**src/shared/rom_host_regs.svh**
```systemverilog
// Purpose: timing and field constants for the page-mode rom host controller
// Assumes: ref_clk at 100 MHz
// Notes: access times are the slower supply range figures
`ifndef ROM_HOST_REGS_SVH
`define ROM_HOST_REGS_SVH

`define ROM_CLK_NS 10
`define ROM_ACC_NS 100
`define ROM_PAGE_NS 25
`define ROM_DF_NS 25
`define ROM_WB_NS 100
`define ROM_CEIL_CYC(t) (((t) + `ROM_CLK_NS - 1) / `ROM_CLK_NS)
`define ROM_ACC_CYC `ROM_CEIL_CYC(`ROM_ACC_NS)
`define ROM_PAGE_CYC `ROM_CEIL_CYC(`ROM_PAGE_NS)
`define ROM_DF_CYC `ROM_CEIL_CYC(`ROM_DF_NS)
`define ROM_WB_CYC `ROM_CEIL_CYC(`ROM_WB_NS)
`define ROM_SYNC_LAT 3
`define ROM_WORD_ADDR_W 22
`define ROM_BYTE_ADDR_W 23
`define ROM_DATA_W 16
`define ROM_LOW_W 15
`define ROM_BYTE_W 8
`define ROM_PAGE_LSB_BYTE 3
`define ROM_PAGE_LSB_WORD 2
`define ROM_PAGE_W 20
`define ROM_CNT_W 8

`endif

```
**src/shared/rom_host_pkg.sv**
```systemverilog
// Purpose: types shared by the rom host controller
// Assumes: nothing
// Notes: gate option is fixed per build
package rom_host_pkg;

  typedef enum logic [1:0] {
    gate_low_active = 2'b00,
    gate_high_active = 2'b01,
    gate_ignored = 2'b10
  } gate_mode_e;

  typedef enum logic [1:0] {
    st_idle = 2'b00,
    st_float = 2'b01,
    st_access = 2'b10
  } host_state_e;

endpackage

```
**src/logic/pin_sync.sv**
```systemverilog
// Purpose: two flip-flop synchroniser for pin inputs
// Assumes: synchronous active high reset
// Notes: first stage feeds only the second
`timescale 1ns/1ps
module pin_sync #(
  parameter int unsigned WIDTH = 16
) (
  // clock and reset
  input wire logic ref_clk,
  input wire logic reset,
  // pin side
  input wire logic [WIDTH-1:0] din,
  // logic side
  output logic [WIDTH-1:0] dout
);

  logic [WIDTH-1:0] stage1;
  logic [WIDTH-1:0] next_stage1;
  logic [WIDTH-1:0] next_dout;

  always_comb begin
    next_stage1 = din;
    next_dout = stage1;
  end

  always_ff @(posedge ref_clk) begin
    if (reset) begin
      stage1 <= '0;
      dout <= '0;
    end else begin
      stage1 <= next_stage1;
      dout <= next_dout;
    end
  end

endmodule // pin_sync

```
**src/logic/page_rom_host.sv**
```systemverilog
// Purpose: host controller that reads a page-mode mask rom through its pins
// Assumes: ref_clk 100 MHz, rom has no clock, all rom outputs synchronised
// Notes: chip select is held between reads so page hits stay fast
`timescale 1ns/1ps
`include "rom_host_regs.svh"

// Operation
// - word mode: word_address carries the full 22-bit word address.
// - byte mode: word_address is upper 22 bits, lsb on shared pin.
// - shared pin is data bit 15 in word mode, host-driven lsb in byte mode.
// - page-only address changes with stable upper bits give data in 25 ns.
module page_rom_host
  import rom_host_pkg::*;
#(
  parameter gate_mode_e GATE_MODE = gate_low_active,
  parameter int unsigned ACC_CYCLES = `ROM_ACC_CYC,
  parameter int unsigned PAGE_CYCLES = `ROM_PAGE_CYC,
  parameter int unsigned DF_CYCLES = `ROM_DF_CYC,
  parameter int unsigned WB_CYCLES = `ROM_WB_CYC
) (
  // clock and reset
  input wire logic ref_clk,
  input wire logic reset,
  // read requests
  input wire logic req_valid,
  output logic req_ready,
  input wire logic [`ROM_BYTE_ADDR_W-1:0] req_addr,
  input wire logic req_byte_mode,
  input wire logic standby_req,
  // read answers
  output logic rsp_valid,
  output logic [`ROM_DATA_W-1:0] rsp_data,
  // rom pins
  output logic [`ROM_WORD_ADDR_W-1:0] word_address,
  output logic width_select,
  output logic chip_select_n,
  output logic output_gate,
  input wire logic [`ROM_LOW_W-1:0] data_out_low,
  input wire logic data_bit15_in,
  output logic data_bit15_out,
  output logic data_bit15_oe
);

  // longest of full access and width switch, plus synchroniser latency
  localparam int unsigned FULL_WAIT =
    ((ACC_CYCLES > WB_CYCLES) ? ACC_CYCLES : WB_CYCLES) + `ROM_SYNC_LAT;
  localparam int unsigned PAGE_WAIT = PAGE_CYCLES + `ROM_SYNC_LAT;

  host_state_e state, next_state;
  logic [`ROM_CNT_W-1:0] count, next_count;
  logic [`ROM_WORD_ADDR_W-1:0] next_word_address;
  logic addr_lsb, next_addr_lsb;
  logic next_width_select;
  logic next_chip_select_n;
  logic gate_on, next_gate_on;
  logic next_rsp_valid;
  logic [`ROM_DATA_W-1:0] next_rsp_data;
  logic [`ROM_PAGE_W-1:0] cur_page, next_cur_page;
  logic page_ok, next_page_ok;
  logic mode_mismatch;
  logic page_hit;
  logic [`ROM_DATA_W-1:0] pins_synced;

  // page tag: byte address bits above the 8-byte page, or word bits above 4 words
  function automatic logic [`ROM_PAGE_W-1:0] page_of(
    input logic [`ROM_BYTE_ADDR_W-1:0] addr,
    input logic byte_mode
  );
    logic [`ROM_PAGE_W-1:0] tag;
    if (byte_mode) begin
      tag = addr[`ROM_BYTE_ADDR_W-1:`ROM_PAGE_LSB_BYTE];
    end else begin
      tag = addr[`ROM_WORD_ADDR_W-1:`ROM_PAGE_LSB_WORD];
    end
    return tag;
  endfunction

  pin_sync #(
    .WIDTH(`ROM_DATA_W)
  ) u_data_sync (
    .ref_clk(ref_clk),
    .reset(reset),
    .din({data_bit15_in, data_out_low}),
    .dout(pins_synced)
  );

  assign mode_mismatch = (req_byte_mode == width_select);
  assign page_hit = page_ok && (page_of(req_addr, req_byte_mode) == cur_page);
  assign req_ready = (state == st_idle) && !mode_mismatch;

  // shared pin is ours only in byte mode, and never while the rom may still drive it
  assign data_bit15_oe = !width_select && (state != st_float);
  assign data_bit15_out = addr_lsb;

  // polarity fixed at build time
  always_comb begin
    case (GATE_MODE)
      gate_low_active: output_gate = !gate_on;
      gate_high_active: output_gate = gate_on;
      default: output_gate = 1'b0;
    endcase
  end

  always_comb begin
    next_state = state;
    next_count = count;
    next_word_address = word_address;
    next_addr_lsb = addr_lsb;
    next_width_select = width_select;
    next_chip_select_n = chip_select_n;
    next_gate_on = gate_on;
    next_rsp_valid = 1'b0;
    next_rsp_data = rsp_data;
    next_cur_page = cur_page;
    next_page_ok = page_ok;
    case (state)
      st_idle: begin
        if (req_valid && mode_mismatch) begin
          // deselect first so the rom releases the shared pin
          next_state = st_float;
          next_chip_select_n = 1'b1;
          next_gate_on = 1'b0;
          next_width_select = !req_byte_mode;
          next_count = `ROM_CNT_W'(DF_CYCLES);
          next_page_ok = 1'b0;
        end else if (req_valid) begin
          if (req_byte_mode) begin
            next_word_address = req_addr[`ROM_BYTE_ADDR_W-1:1];
            next_addr_lsb = req_addr[0];
          end else begin
            next_word_address = req_addr[`ROM_WORD_ADDR_W-1:0];
            next_addr_lsb = 1'b0;
          end
          next_chip_select_n = 1'b0;
          next_gate_on = 1'b1;
          if (page_hit) begin
            next_count = `ROM_CNT_W'(PAGE_WAIT);
          end else begin
            next_count = `ROM_CNT_W'(FULL_WAIT);
          end
          next_cur_page = page_of(req_addr, req_byte_mode);
          next_page_ok = 1'b1;
          next_state = st_access;
        end else if (standby_req) begin
          next_chip_select_n = 1'b1;
          next_gate_on = 1'b0;
          next_page_ok = 1'b0;
        end
      end
      st_float: begin
        if (count <= `ROM_CNT_W'(1)) begin
          next_state = st_idle;
        end else begin
          next_count = count - `ROM_CNT_W'(1);
        end
      end
      st_access: begin
        if (count <= `ROM_CNT_W'(1)) begin
          next_rsp_valid = 1'b1;
          if (width_select) begin
            next_rsp_data = pins_synced;
          end else begin
            // upper outputs float in byte mode, so they are not read
            next_rsp_data = {`ROM_BYTE_W'(0), pins_synced[`ROM_BYTE_W-1:0]};
          end
          next_state = st_idle;
        end else begin
          next_count = count - `ROM_CNT_W'(1);
        end
      end
      default: begin
        next_state = st_idle;
      end
    endcase
  end

  always_ff @(posedge ref_clk) begin
    if (reset) begin
      state <= st_idle;
      count <= '0;
      word_address <= '0;
      addr_lsb <= 1'b0;
      width_select <= 1'b1;
      chip_select_n <= 1'b1;
      gate_on <= 1'b0;
      rsp_valid <= 1'b0;
      rsp_data <= '0;
      cur_page <= '0;
      page_ok <= 1'b0;
    end else begin
      state <= next_state;
      count <= next_count;
      word_address <= next_word_address;
      addr_lsb <= next_addr_lsb;
      width_select <= next_width_select;
      chip_select_n <= next_chip_select_n;
      gate_on <= next_gate_on;
      rsp_valid <= next_rsp_valid;
      rsp_data <= next_rsp_data;
      cur_page <= next_cur_page;
      page_ok <= next_page_ok;
    end
  end

  // helper: cycles since a read was issued, and whether it was a page hit
  logic [`ROM_CNT_W-1:0] elapsed;
  logic last_hit;
  logic [`ROM_CNT_W-1:0] cs_high_cnt;
  int full_min;
  int page_min;
  assign full_min = FULL_WAIT;
  assign page_min = PAGE_WAIT;

  always_ff @(posedge ref_clk) begin
    if (reset) begin
      elapsed <= '0;
      last_hit <= 1'b0;
      cs_high_cnt <= '0;
    end else begin
      if (req_valid && req_ready) begin
        elapsed <= '0;
        last_hit <= page_hit;
      end else if (elapsed != '1) begin
        elapsed <= elapsed + `ROM_CNT_W'(1);
      end
      if (!chip_select_n) begin
        cs_high_cnt <= '0;
      end else if (cs_high_cnt != '1) begin
        cs_high_cnt <= cs_high_cnt + `ROM_CNT_W'(1);
      end
    end
  end
endmodule // page_rom_host

```
**config.mk**
```make
export PLATFORM = sky130hd
export DESIGN_NAME = page_rom_host
export DESIGN_NICKNAME = d
export VERILOG_FILES = /design/src/shared/rom_host_pkg.sv /design/src/logic/pin_sync.sv /design/src/logic/page_rom_host.sv
export VERILOG_INCLUDE_DIRS = /design/src /design/src/shared
export SDC_FILE = /design/constraint.sdc
export NUM_CORES = 1
export LEC_CHECK = 0
export BUFFER_PORTS_ARGS = -buffer_cell sky130_fd_sc_hd__buf_4
export CAP_MARGIN = 20
export CELL_PAD_IN_SITES_DETAIL_PLACEMENT = 1
export CELL_PAD_IN_SITES_GLOBAL_PLACEMENT = 2
export CORE_MARGIN = 4
export CORE_UTILIZATION = 30
export DETAILED_ROUTE_END_ITERATION = 7
export PLACE_DENSITY = 0.87
export SYNTH_ARGS = -nofsm -noshare
export SYNTH_HDL_FRONTEND = slang
export SYNTH_HIERARCHICAL = 1
export SYNTH_SLANG_ARGS = --single-unit
```
**constraint.sdc**
```tcl
create_clock -name ref_clk -period 2.15 [get_ports ref_clk]
set_input_delay 0.1075 -clock ref_clk [delete_from_list [all_inputs] [get_ports ref_clk]]
set_output_delay 0.1075 -clock ref_clk [all_outputs]
set_load 0.03 [all_outputs]
```
; ---- After elaboration in Yosys (flattened, before gate mapping)
; Cells that the tools add are included.
[word_totals]
inputBits = 44
out_inout_bits = 45
register_bits = 105
[classes]
magnitude_cmp = 1
n_reduce_logical = 19
add_sub_neg = 1
bitwise_logic = 2
n_eq_ne = 8
n_mux = 20
[op_table]
columns = operator, count
row1 = $mux W8, 3
row2 = $mux W22, 1
row3 = $eq A20 B20 Y1, 1
row4 = $mux W20, 1
row5 = $mux W16, 1
row6 = $pmux W8 S2, 1
row7 = $le A8 B1 Y1 const B, 1
row8 = $mux W1, 8
row9 = $reduce_and A2 Y1, 4
row10 = $sub A8 B1 Y8 const B, 1
row11 = $mux W2, 3
row12 = $reduce_and A3 Y1, 2
row13 = $logic_and A1 B1 Y1, 4
row14 = $logic_not A1 Y1, 4
row15 = $mux W4, 1
row16 = $ne A2 B1 Y1 const B, 2
row17 = $pmux W2 S2, 1
row18 = $reduce_or A2 Y1, 2
row19 = $ne A3 B2 Y1 const B, 1
row20 = $reduce_bool A3 Y1, 1
row21 = $eq A2 B1 Y1 const B, 1
row22 = $eq A2 B2 Y1 const B, 1
row23 = $logic_not A2 Y1, 1
row24 = $ne A2 B2 Y1 const B, 1
row25 = other kinds (3), 4

; ---- Logic depth before layout (Yosys ltp)
; Gate-level depths: netlist (run 1).
[logic_depth]
ltp_word = 7
ltp_mapped = 10
depth_no_buf = 8

; ---- Modules after synthesis
; The synthesis (run 1) kept the hierarchy.
[modules_own_cells]
columns = mod, cells_per_inst, instances, area_per_inst_um2
row1 = page_rom_host, 304, 1, 2608.8
row2 = pin_sync, 67, 1, 863.3

; ---- Worst setup path before layout (run 1)
; OpenSTA, ideal clock, no wires.
[synth_path]
path_kind = flip-flop to flip-flop
startpoint = register state[0]
endpoint = register count[7]
arrival_ns = 1.860
setup_ns = 0.124
path_slack_ns = 0.166
stages_incl_launch_ff = 10
path_buffers = 2
cell_sequence = dfxtp_1 > inv_1 > ha_1 > clkbuf_1 > inv_1 > o41a_1 > buf_2 > nand2_1 > xor2_1 > nor2_1
[synth_via]
elab_chain_cells = 4
word_cells_on_any_way = 9
classes_between = eq/ne (4) / mux (1) / reduce/logical (4)
[synth_rtl]
columns = item, line_no
row1 = "start, declared", page_rom_host.sv:49  ; host_state_e state, next_state;
row2 = "start signal, assigned", page_rom_host.sv:179  ; state <= st_idle;
row3 = "start signal, assigned", page_rom_host.sv:191  ; state <= next_state;
row4 = $eq A2 B2 Y1 or $eq A2 B1 Y1 (tied branches), page_rom_host.sv:116  ; case (state)
row5 = $reduce_or A2 Y1 (no source line), --
row6 = $ne A2 B2 Y1 (no source line) or $reduce_bool A2 Y1 (tied branches), --
row7 = $reduce_and A3 Y1 (no source line), --
row8 = "end signal, assigned", page_rom_host.sv:192  ; count <= next_count;
row9 = "end, declared", page_rom_host.sv:50  ; logic [`ROM_CNT_W-1:0] count, next_count;
; Several ways; a longest one is shown, not always the timed one.
; A chain may end at the register's enable or synchronous reset.

; ---- Final worst setup path (run 1)
[layout_path]
startpoint = register count[2]
endpoint = register count[1]
[layout_via]
elab_chain_cells = 3
[layout_rtl]
columns = item, line_no
row1 = $le A8 B1 Y1, "page_rom_host.sv:151, page_rom_host.sv:158"
row2 = $ne A2 B2 Y1 (no source line), --
row3 = $reduce_and A3 Y1 (no source line), --
; Every way passes these cells.

==> results of run 1 <==
-- state kept, by name, indices dropped and copies added, names as in the netlist --
| name | count |
|---|---|
| data_bit15_out | 1 |
| chip_select_n | 1 |
| rsp_valid | 1 |
| rsp_data | 16 |
| u_data_sync/dout | 16 |
| word_address | 22 |
| page_ok | 1 |
| state | 2 |
| count | 8 |
| u_data_sync/next_dout | 16 |
| width_select | 1 |
-- stage by stage --
step                power [W]  setup slack (ps)  utilization  std cells
floorplan             0.00275               166            -        371
global route          0.00502              21.6        0.411        613
global placement      0.00316              81.8        0.377        589
finish                0.00473               111        0.411        613
detailed placement    0.00319              43.6        0.377        589
CTS                   0.00477              98.5        0.409        611
-- kinds of logic (layout without fill, tap and decap cells) --
logic type,Yosys count,count (layout)
mux,24,24
buf+inv,29,128
simple gates,141,141
xor+xnor,25,25
fa+ha+maj,5,5
flops,85,85
compound gates,62,62
-- synth_stat cells, types with 2 or more instances --
cell type	count
clkbuf_1	10
nand3_1	11
buf_4	5
nor2_1	39
o21ai_0	3
nand2_1	37
dfxtp_1	85
or3_1	2
mux2i_2	3
mux2i_1	20
nand4_1	2
inv_1	6
a211oi_1	22
buf_2	2
xor2_1	6
o21bai_1	3
xnor2_1	19
a211o_1	2
nor3_1	6
nand2b_1	2
ha_1	5
nor4_1	3
nor2b_1	34
buf_1	3
a21oi_1	25
-- worst max-delay path by stage --
stage          slack [ps]  depth (start not counted)       end          start
2_1_floorplan         170                          9  count[7]       state[0]
3_3_place_gp           80                          7  count[1]  req_byte_mode
3_5_place_dp           40                          7  count[1]  req_byte_mode
4_1_cts               100                          6  count[1]       count[2]
5_1_grt                20                          6  count[1]       count[2]
6_report              110                          6  count[1]       count[2]
-- worst max-delay path: cells and delay by family, from the launching register on --
| family | cells | cell delay [ps] |
|---|---|---|
| AOI/OAI and AO/OA | 3 | 760 |
| buffers and inverters | 1 | 200 |
| DFF | 1 | 360 |
| and+or+nand+nor | 2 | 660 |
-- final cells by class --
type / count / area (um^2)
clock buffer: 10 / 239
clock inverter: 5 / 58.8
fill: 1304 / 6700
inverter: 6 / 22.5
multi-input combinational: 257 / 1630
sequential: 85 / 1700
tap: 143 / 179
timing repair buffer: 107 / 846
-- power breakdown --
part | internal, W | leakage (nW) | switching, W | total [W]
clock | 0.000926 | 0.141 | 0.000607 | 0.00153
sequential | 0.00173 | 0.698 | 0.000129 | 0.00186
combinational | 0.000579 | 1.06 | 0.000757 | 0.00134
total | 0.00324 | 1.90 | 0.00149 | 0.00473
-- timing repair --
item,in CTS,in global routing
buffers inserted,0,2
hold endpoints to repair,7,0
hold buffers,7,0
endpoints found under the setup margin,0,2
resized for setup,0,1
-- routing by layer --
layer  track usage  routed length (um)  vias to the layer above  part of all wire
met4        0.0462                 115                        0             0.013
met2         0.235                4420                       52              0.49
met1         0.186                4210                     1334              0.46
li1              -                   -                     1440                 -
met5             0                   0                        -                 0
met3        0.0350                 362                       10             0.040
==> metrics.txt, run 1 <==
CTS tree built; R2R cell count 6; flops & latches, synth between 80 and 90; Async S/R FF share, synth 0; die height approximately 120 um; GRT Util Overall 0.143; max frequency about 0.49 GHz; Pins Over Slew Limit 0; clock latency on the worst-skew pair 330 ps; cell taking the most area after synthesis dfxtp_1; hold path cells 2; Yosys top cell area share 0.490; leakage ~1.9 nW; vias in the first global route about 3000; minimum clock period about 2000 ps; Post-Synth Simple-Gate Area 0.197; Antenna diodes 0; warnings from Yosys 6; Num CTS Buffers 9; startpoint class of the critical path register; R2R setup slack 110 ps; Mapped Area 3470 um^2; pin count of the biggest net entering global routing 68; Worst Clk Skew roughly 10 ps; reg2reg end count[1]; slowest stage delay, CP between 500 and 600 ps; xor and xnor fraction of the mapped netlist area 0.0631; core area about 11000 um^2; DR vias ~2800; WL final just over 9 mm; Rows 39; Vias/cell 4.63; Hold WC Path Type primary input to register; Post-Route Setup TNS 0 ps; Post-Synth Adder-Cell Area 0.0180; CP Max Fanout 7; Mapped Cells about 370; commonest non-fill, non-tap cells in the layout 98 x buf_4, 85 x dfxtp_1, 38 x nor2_1; multiplexer area fraction after synthesis 0.0728; Distinct cells, synth 41; WP data arrival between 2000 and 2500 ps; gp weighted congestion 0.786; unrepaired setup endpoints after global routing false; Synth Flop Type dfxtp_1; Avg Cell Area, Syn roughly 9.4 um^2; number of remaining DRC errors 0; Hold Path End u_data_sync/next_dout[13]; Hold Crit Start data_out_low[13]; P per Cell Area roughly 1000 nW/um^2; CTS root buf clkbuf_16; IO Count 89; Routed Antenna Nets 0; Initial DRC Count ~110; main combinational cell family by area after synthesis simple AND/OR/NAND/NOR gates; first-pass GRT wire length about 15 mm; Final period util 0.949; Worst Path Required 2400 ps; drt wl/cell approximately 15 um; r2r startpoint count[2]; Final Hold Viols 0; headroom to the max-slew limit 0.536; syn_nets 420; Area contributors post-synth dfxtp_1 49%, nor2b_1 6.1%, mux2i_1 5.8%; Worst setup EP type register; Port Buf Inserts just under 90; Final #Nets roughly 520; Seq/Total Area, Yosys 0.490; Worst-Margin Slew roughly 700 ps; Clock transition at path regs roughly 60 ps; Crit Path Class register to register; share of cells above drive strength 1 0.262; DRT Pass-1 Iters 4; GRT overflow 0; Slowest cell on crit path or4_4; H-tree Lvls 3; Worst IR Drop VDD 0.382 mV; worst path cell trace or4_4 > o41a_1 > buf_4 > nor2_1 > a21oi_1 > a21oi_1; P&R area growth vs syn 34.6%; Initial Util 0.305; leading cell type in the layout, fill and taps excluded buf_4; cell mode on critical path a21oi_1; die area 13400 um^2; number of antenna violations at the first check in global routing 0; Synth Area in Compound Gates 0.115; Placed Area approximately 4300 um^2; worst hold-check slack between 8 and 9 ps; status finished, final reports clean; CTS Sinks 85; Bufs on Longest Clock Path 2; number of synthesized flops with an enable pin 0; Final setup viols 0; Max-Cap Viols 0; hpwl dp between 6 and 7 mm; design area 4670 um^2; die span in x 116 um
Power figures use the tool's default switching activity.
==> inputs of run 2 (changes only) <==
--- a/config.mk
+++ b/config.mk
@@ -16,5 +16,4 @@
 export PLACE_DENSITY = 0.87
 export SYNTH_ARGS = -nofsm -noshare
 export SYNTH_HDL_FRONTEND = slang
-export SYNTH_HIERARCHICAL = 1
 export SYNTH_SLANG_ARGS = --single-unit
==> run 2 against run 1 <==
Final cell count down 0.82%. Design area down 0.40%. Wire length down 2.5%. Utilization up 1.1 points. Combinational power down 10%. Critical endpoint unchanged. Total power down 5.0%. Setup slack better by 50 ps. Flip-flop and latch count unchanged.
==> metrics.txt, run 2 <==
status finished, final reports clean (unchanged); Initial DRC Count 71 (was 114); Worst-Margin Slew 580 ps (was 696 ps); Placed Area 4250 um^2 (was 4290 um^2); Worst setup EP type register (unchanged); die area 13300 um^2 (was 13400 um^2); Final setup viols 0 (unchanged); CP Max Fanout 6 (was 7); first-pass GRT wire length 14.8 mm (was 15.2 mm); Async S/R FF share, synth 0 (unchanged); hpwl dp 6.39 mm (was 6.51 mm); leakage 1.96 nW (was 1.90 nW); die height 115 um (was 116 um); DRT Pass-1 Iters 4 (unchanged); met2 wire length 4.33 mm (was 4.42 mm); R2R cell count 7 (was 6); Area contributors post-synth dfxtp_1 49%, mux2i_1 6.7%, nor2b_1 5.8% (was dfxtp_1 49%, nor2b_1 6.1%, mux2i_1 5.8%); GRT overflow 0 (unchanged); Mapped Area 3450 um^2 (was 3470 um^2); slowest stage delay, CP 420 ps (was 570 ps); buffer and inverter count on the worst path 1 (unchanged); Clock transition at path regs 60 ps (about the same); Post-Route Setup TNS 0 ps (unchanged); Seq/Total Area, Yosys 0.493 (was 0.490); commonest cells in the netlist 85 x dfxtp_1, 42 x nor2_1, 32 x nor2b_1 (was 85 x dfxtp_1, 39 x nor2_1, 37 x nand2_1); Hold Crit Start data_out_low[12] (was data_out_low[13]); DR vias 2858 (was 2836); GRT Util Overall 0.140 (was 0.143); Synth Flop Type dfxtp_1 (unchanged); Rows 38 (was 39); routed wl met3 393 um (was 362 um); Vias/cell 4.70 (was 4.63); share of cells above drive strength 1 0.248 (was 0.262); vias in the first global route 2973 (was 3013); Final #Nets 513 (was 515); Max-Cap Viols 0 (unchanged); commonest non-fill, non-tap cells in the layout 95 x buf_4, 85 x dfxtp_1, 41 x nor2_1 (was 98 x buf_4, 85 x dfxtp_1, 38 x nor2_1); Bufs on Longest Clock Path 2 (unchanged); reg2reg end count[1] (unchanged); Num CTS Buffers 9 (unchanged); design area 4650 um^2 (was 4670 um^2); number of synthesized flops with an enable pin 0 (unchanged); P&R area growth vs syn 34.9% (was 34.6%); setup bufs post-CTS 0 (unchanged); r2r startpoint count[0] (was count[2]); headroom to the max-slew limit 0.611 (was 0.536); flops & latches, synth 85 (unchanged); Worst Path Required 2380 ps (was 2400 ps); Final Power 0.00449 W (was 0.00473 W); Port Buf Inserts 88 (unchanged); startpoint class of the critical path register (unchanged); worst path cell trace inv_1 > ha_1 > or2_1 > a31o_1 > o21ai_1 > and4bb_1 > a21o_1 (was or4_4 > o41a_1 > buf_4 > nor2_1 > a21oi_1 > a21oi_1); Worst IR Drop VDD 0.360 mV (was 0.382 mV); Antenna diodes 0 (unchanged); Final period util 0.925 (was 0.949); Hold WC Path Type primary input to register (unchanged); syn_nets 415 (was 420); H-tree Lvls 3 (unchanged); Yosys top cell area share 0.493 (was 0.490); Hold Path End u_data_sync.next_dout[12] (was u_data_sync/next_dout[13]); number of remaining DRC errors 0 (unchanged); max layer used met4 (unchanged); CTS Sinks 85 (unchanged); WL final 8.87 mm (was 9.10 mm); P per Cell Area 965 nW/um^2 (was 1010 nW/um^2); IO Count 89 (unchanged); Fillers 1275 (was 1304); warnings from Yosys 0 (was 6); leading cell type in the layout, fill and taps excluded buf_4 (unchanged); Pins Over Slew Limit 0 (unchanged); R2R setup slack 160 ps (was 110 ps); core area 11000 um^2 (was 11400 um^2); drt wl/cell 14.6 um (was 14.8 um); Final Hold Viols 0 (unchanged); Biggest register word_address (unchanged); minimum clock period 1990 ps (was 2040 ps); Slowest cell on crit path dfxtp_1 (was or4_4); Initial Util 0.313 (was 0.305); Routed Antenna Nets 0 (unchanged); hold path cells 2 (unchanged); gp weighted congestion 0.780 (was 0.786); clock latency on the worst-skew pair 330 ps (about the same); CTS tree built (unchanged); Distinct cells, synth 37 (was 41); cell taking the most area after synthesis dfxtp_1 (unchanged); Final Util 0.422 (was 0.411); WP data arrival 2220 ps (was 2290 ps); Avg Cell Area, Syn 9.43 um^2 (was 9.36 um^2); Mapped Cells 366 (was 371); Worst Clk Skew 6.21 ps (was 10.0 ps); pin count of the biggest net entering global routing 43 (was 68); unrepaired setup endpoints after global routing false (unchanged); number of antenna violations at the first check in global routing 0 (unchanged); M1 WL 4.02 mm (was 4.21 mm); CTS root buf clkbuf_16 (unchanged); max reg flops 22 (unchanged); CP delay by family, top compound AO/OA/AOI/OAI gates (unchanged); die span in x 115 um (was 116 um); top-count cell post-synth dfxtp_1 (unchanged); max frequency 0.503 GHz (was 0.490 GHz); Crit Path Class register to register (unchanged)
[run 2: how the worst max path moves through the flow]
stage / cells past startpoint / start / endpoint / slack [ps]
2_1_floorplan: 8 / state[0] / count[1] / 250
4_1_cts: 5 / count[3] / rsp_data[10] / 90
3_5_place_dp: 5 / count[3] / rsp_data[10] / 120
3_3_place_gp: 7 / count[0] / count[1] / 190
6_report: 7 / count[0] / count[1] / 160
5_1_grt: 7 / count[0] / count[1] / 30
[run 2: metrics by stage]
stage          hold WS, ps  worst slack [ps]  std cells
6_report              5.30               161        608
5_1_grt               14.3              26.6        608
4_1_cts               3.42              92.9        608
3_5_place_dp           325               123        580
3_3_place_gp           322               195        580
2_1_floorplan          236               249        366
[run 2: cells by family after synthesis]
group	synth area share
muxes	0.0667
xor gates and xnor gates	0.0609
AOI/OAI and AO/OA	0.121
adders and majority gates	0.0181
and+or+nand+nor	0.198
DFF	0.493
buffers and inverters	0.0424
[run 2: layout make-up]
type,instances,area (um^2),area share
Clock inverter,6,48.8,0.0105
Inverter,8,30.0,0.00645
Multi-Input combinational cell,251,1610,0.346
Tap cell,140,175,0.0376
Clock buffer,9,225,0.0484
Timing Repair Buffer,109,863,0.185
Sequential cell,85,1700,0.366
[run 2: repair_timing]
item,CTS,global route
endpoints found under the setup margin,0,8
endpoints found under the hold margin,13,0
hold buffers,13,0
resized for setup,0,2
[run 2: where the power goes]
group	switching, W	internal, W	leakage, nW	total, W
Clock	0.000650	0.000788	0.130	0.00144
Sequential	0.000128	0.00173	0.698	0.00186
Combinational	0.000702	0.000498	1.14	0.00120
[run 2: metal layers]
layer	vias to the layer above	track usage
li1	1444	-
met1	1349	0.173
met2	57	0.235
met3	8	0.0342
met4	0	0.0532
met5	-	0
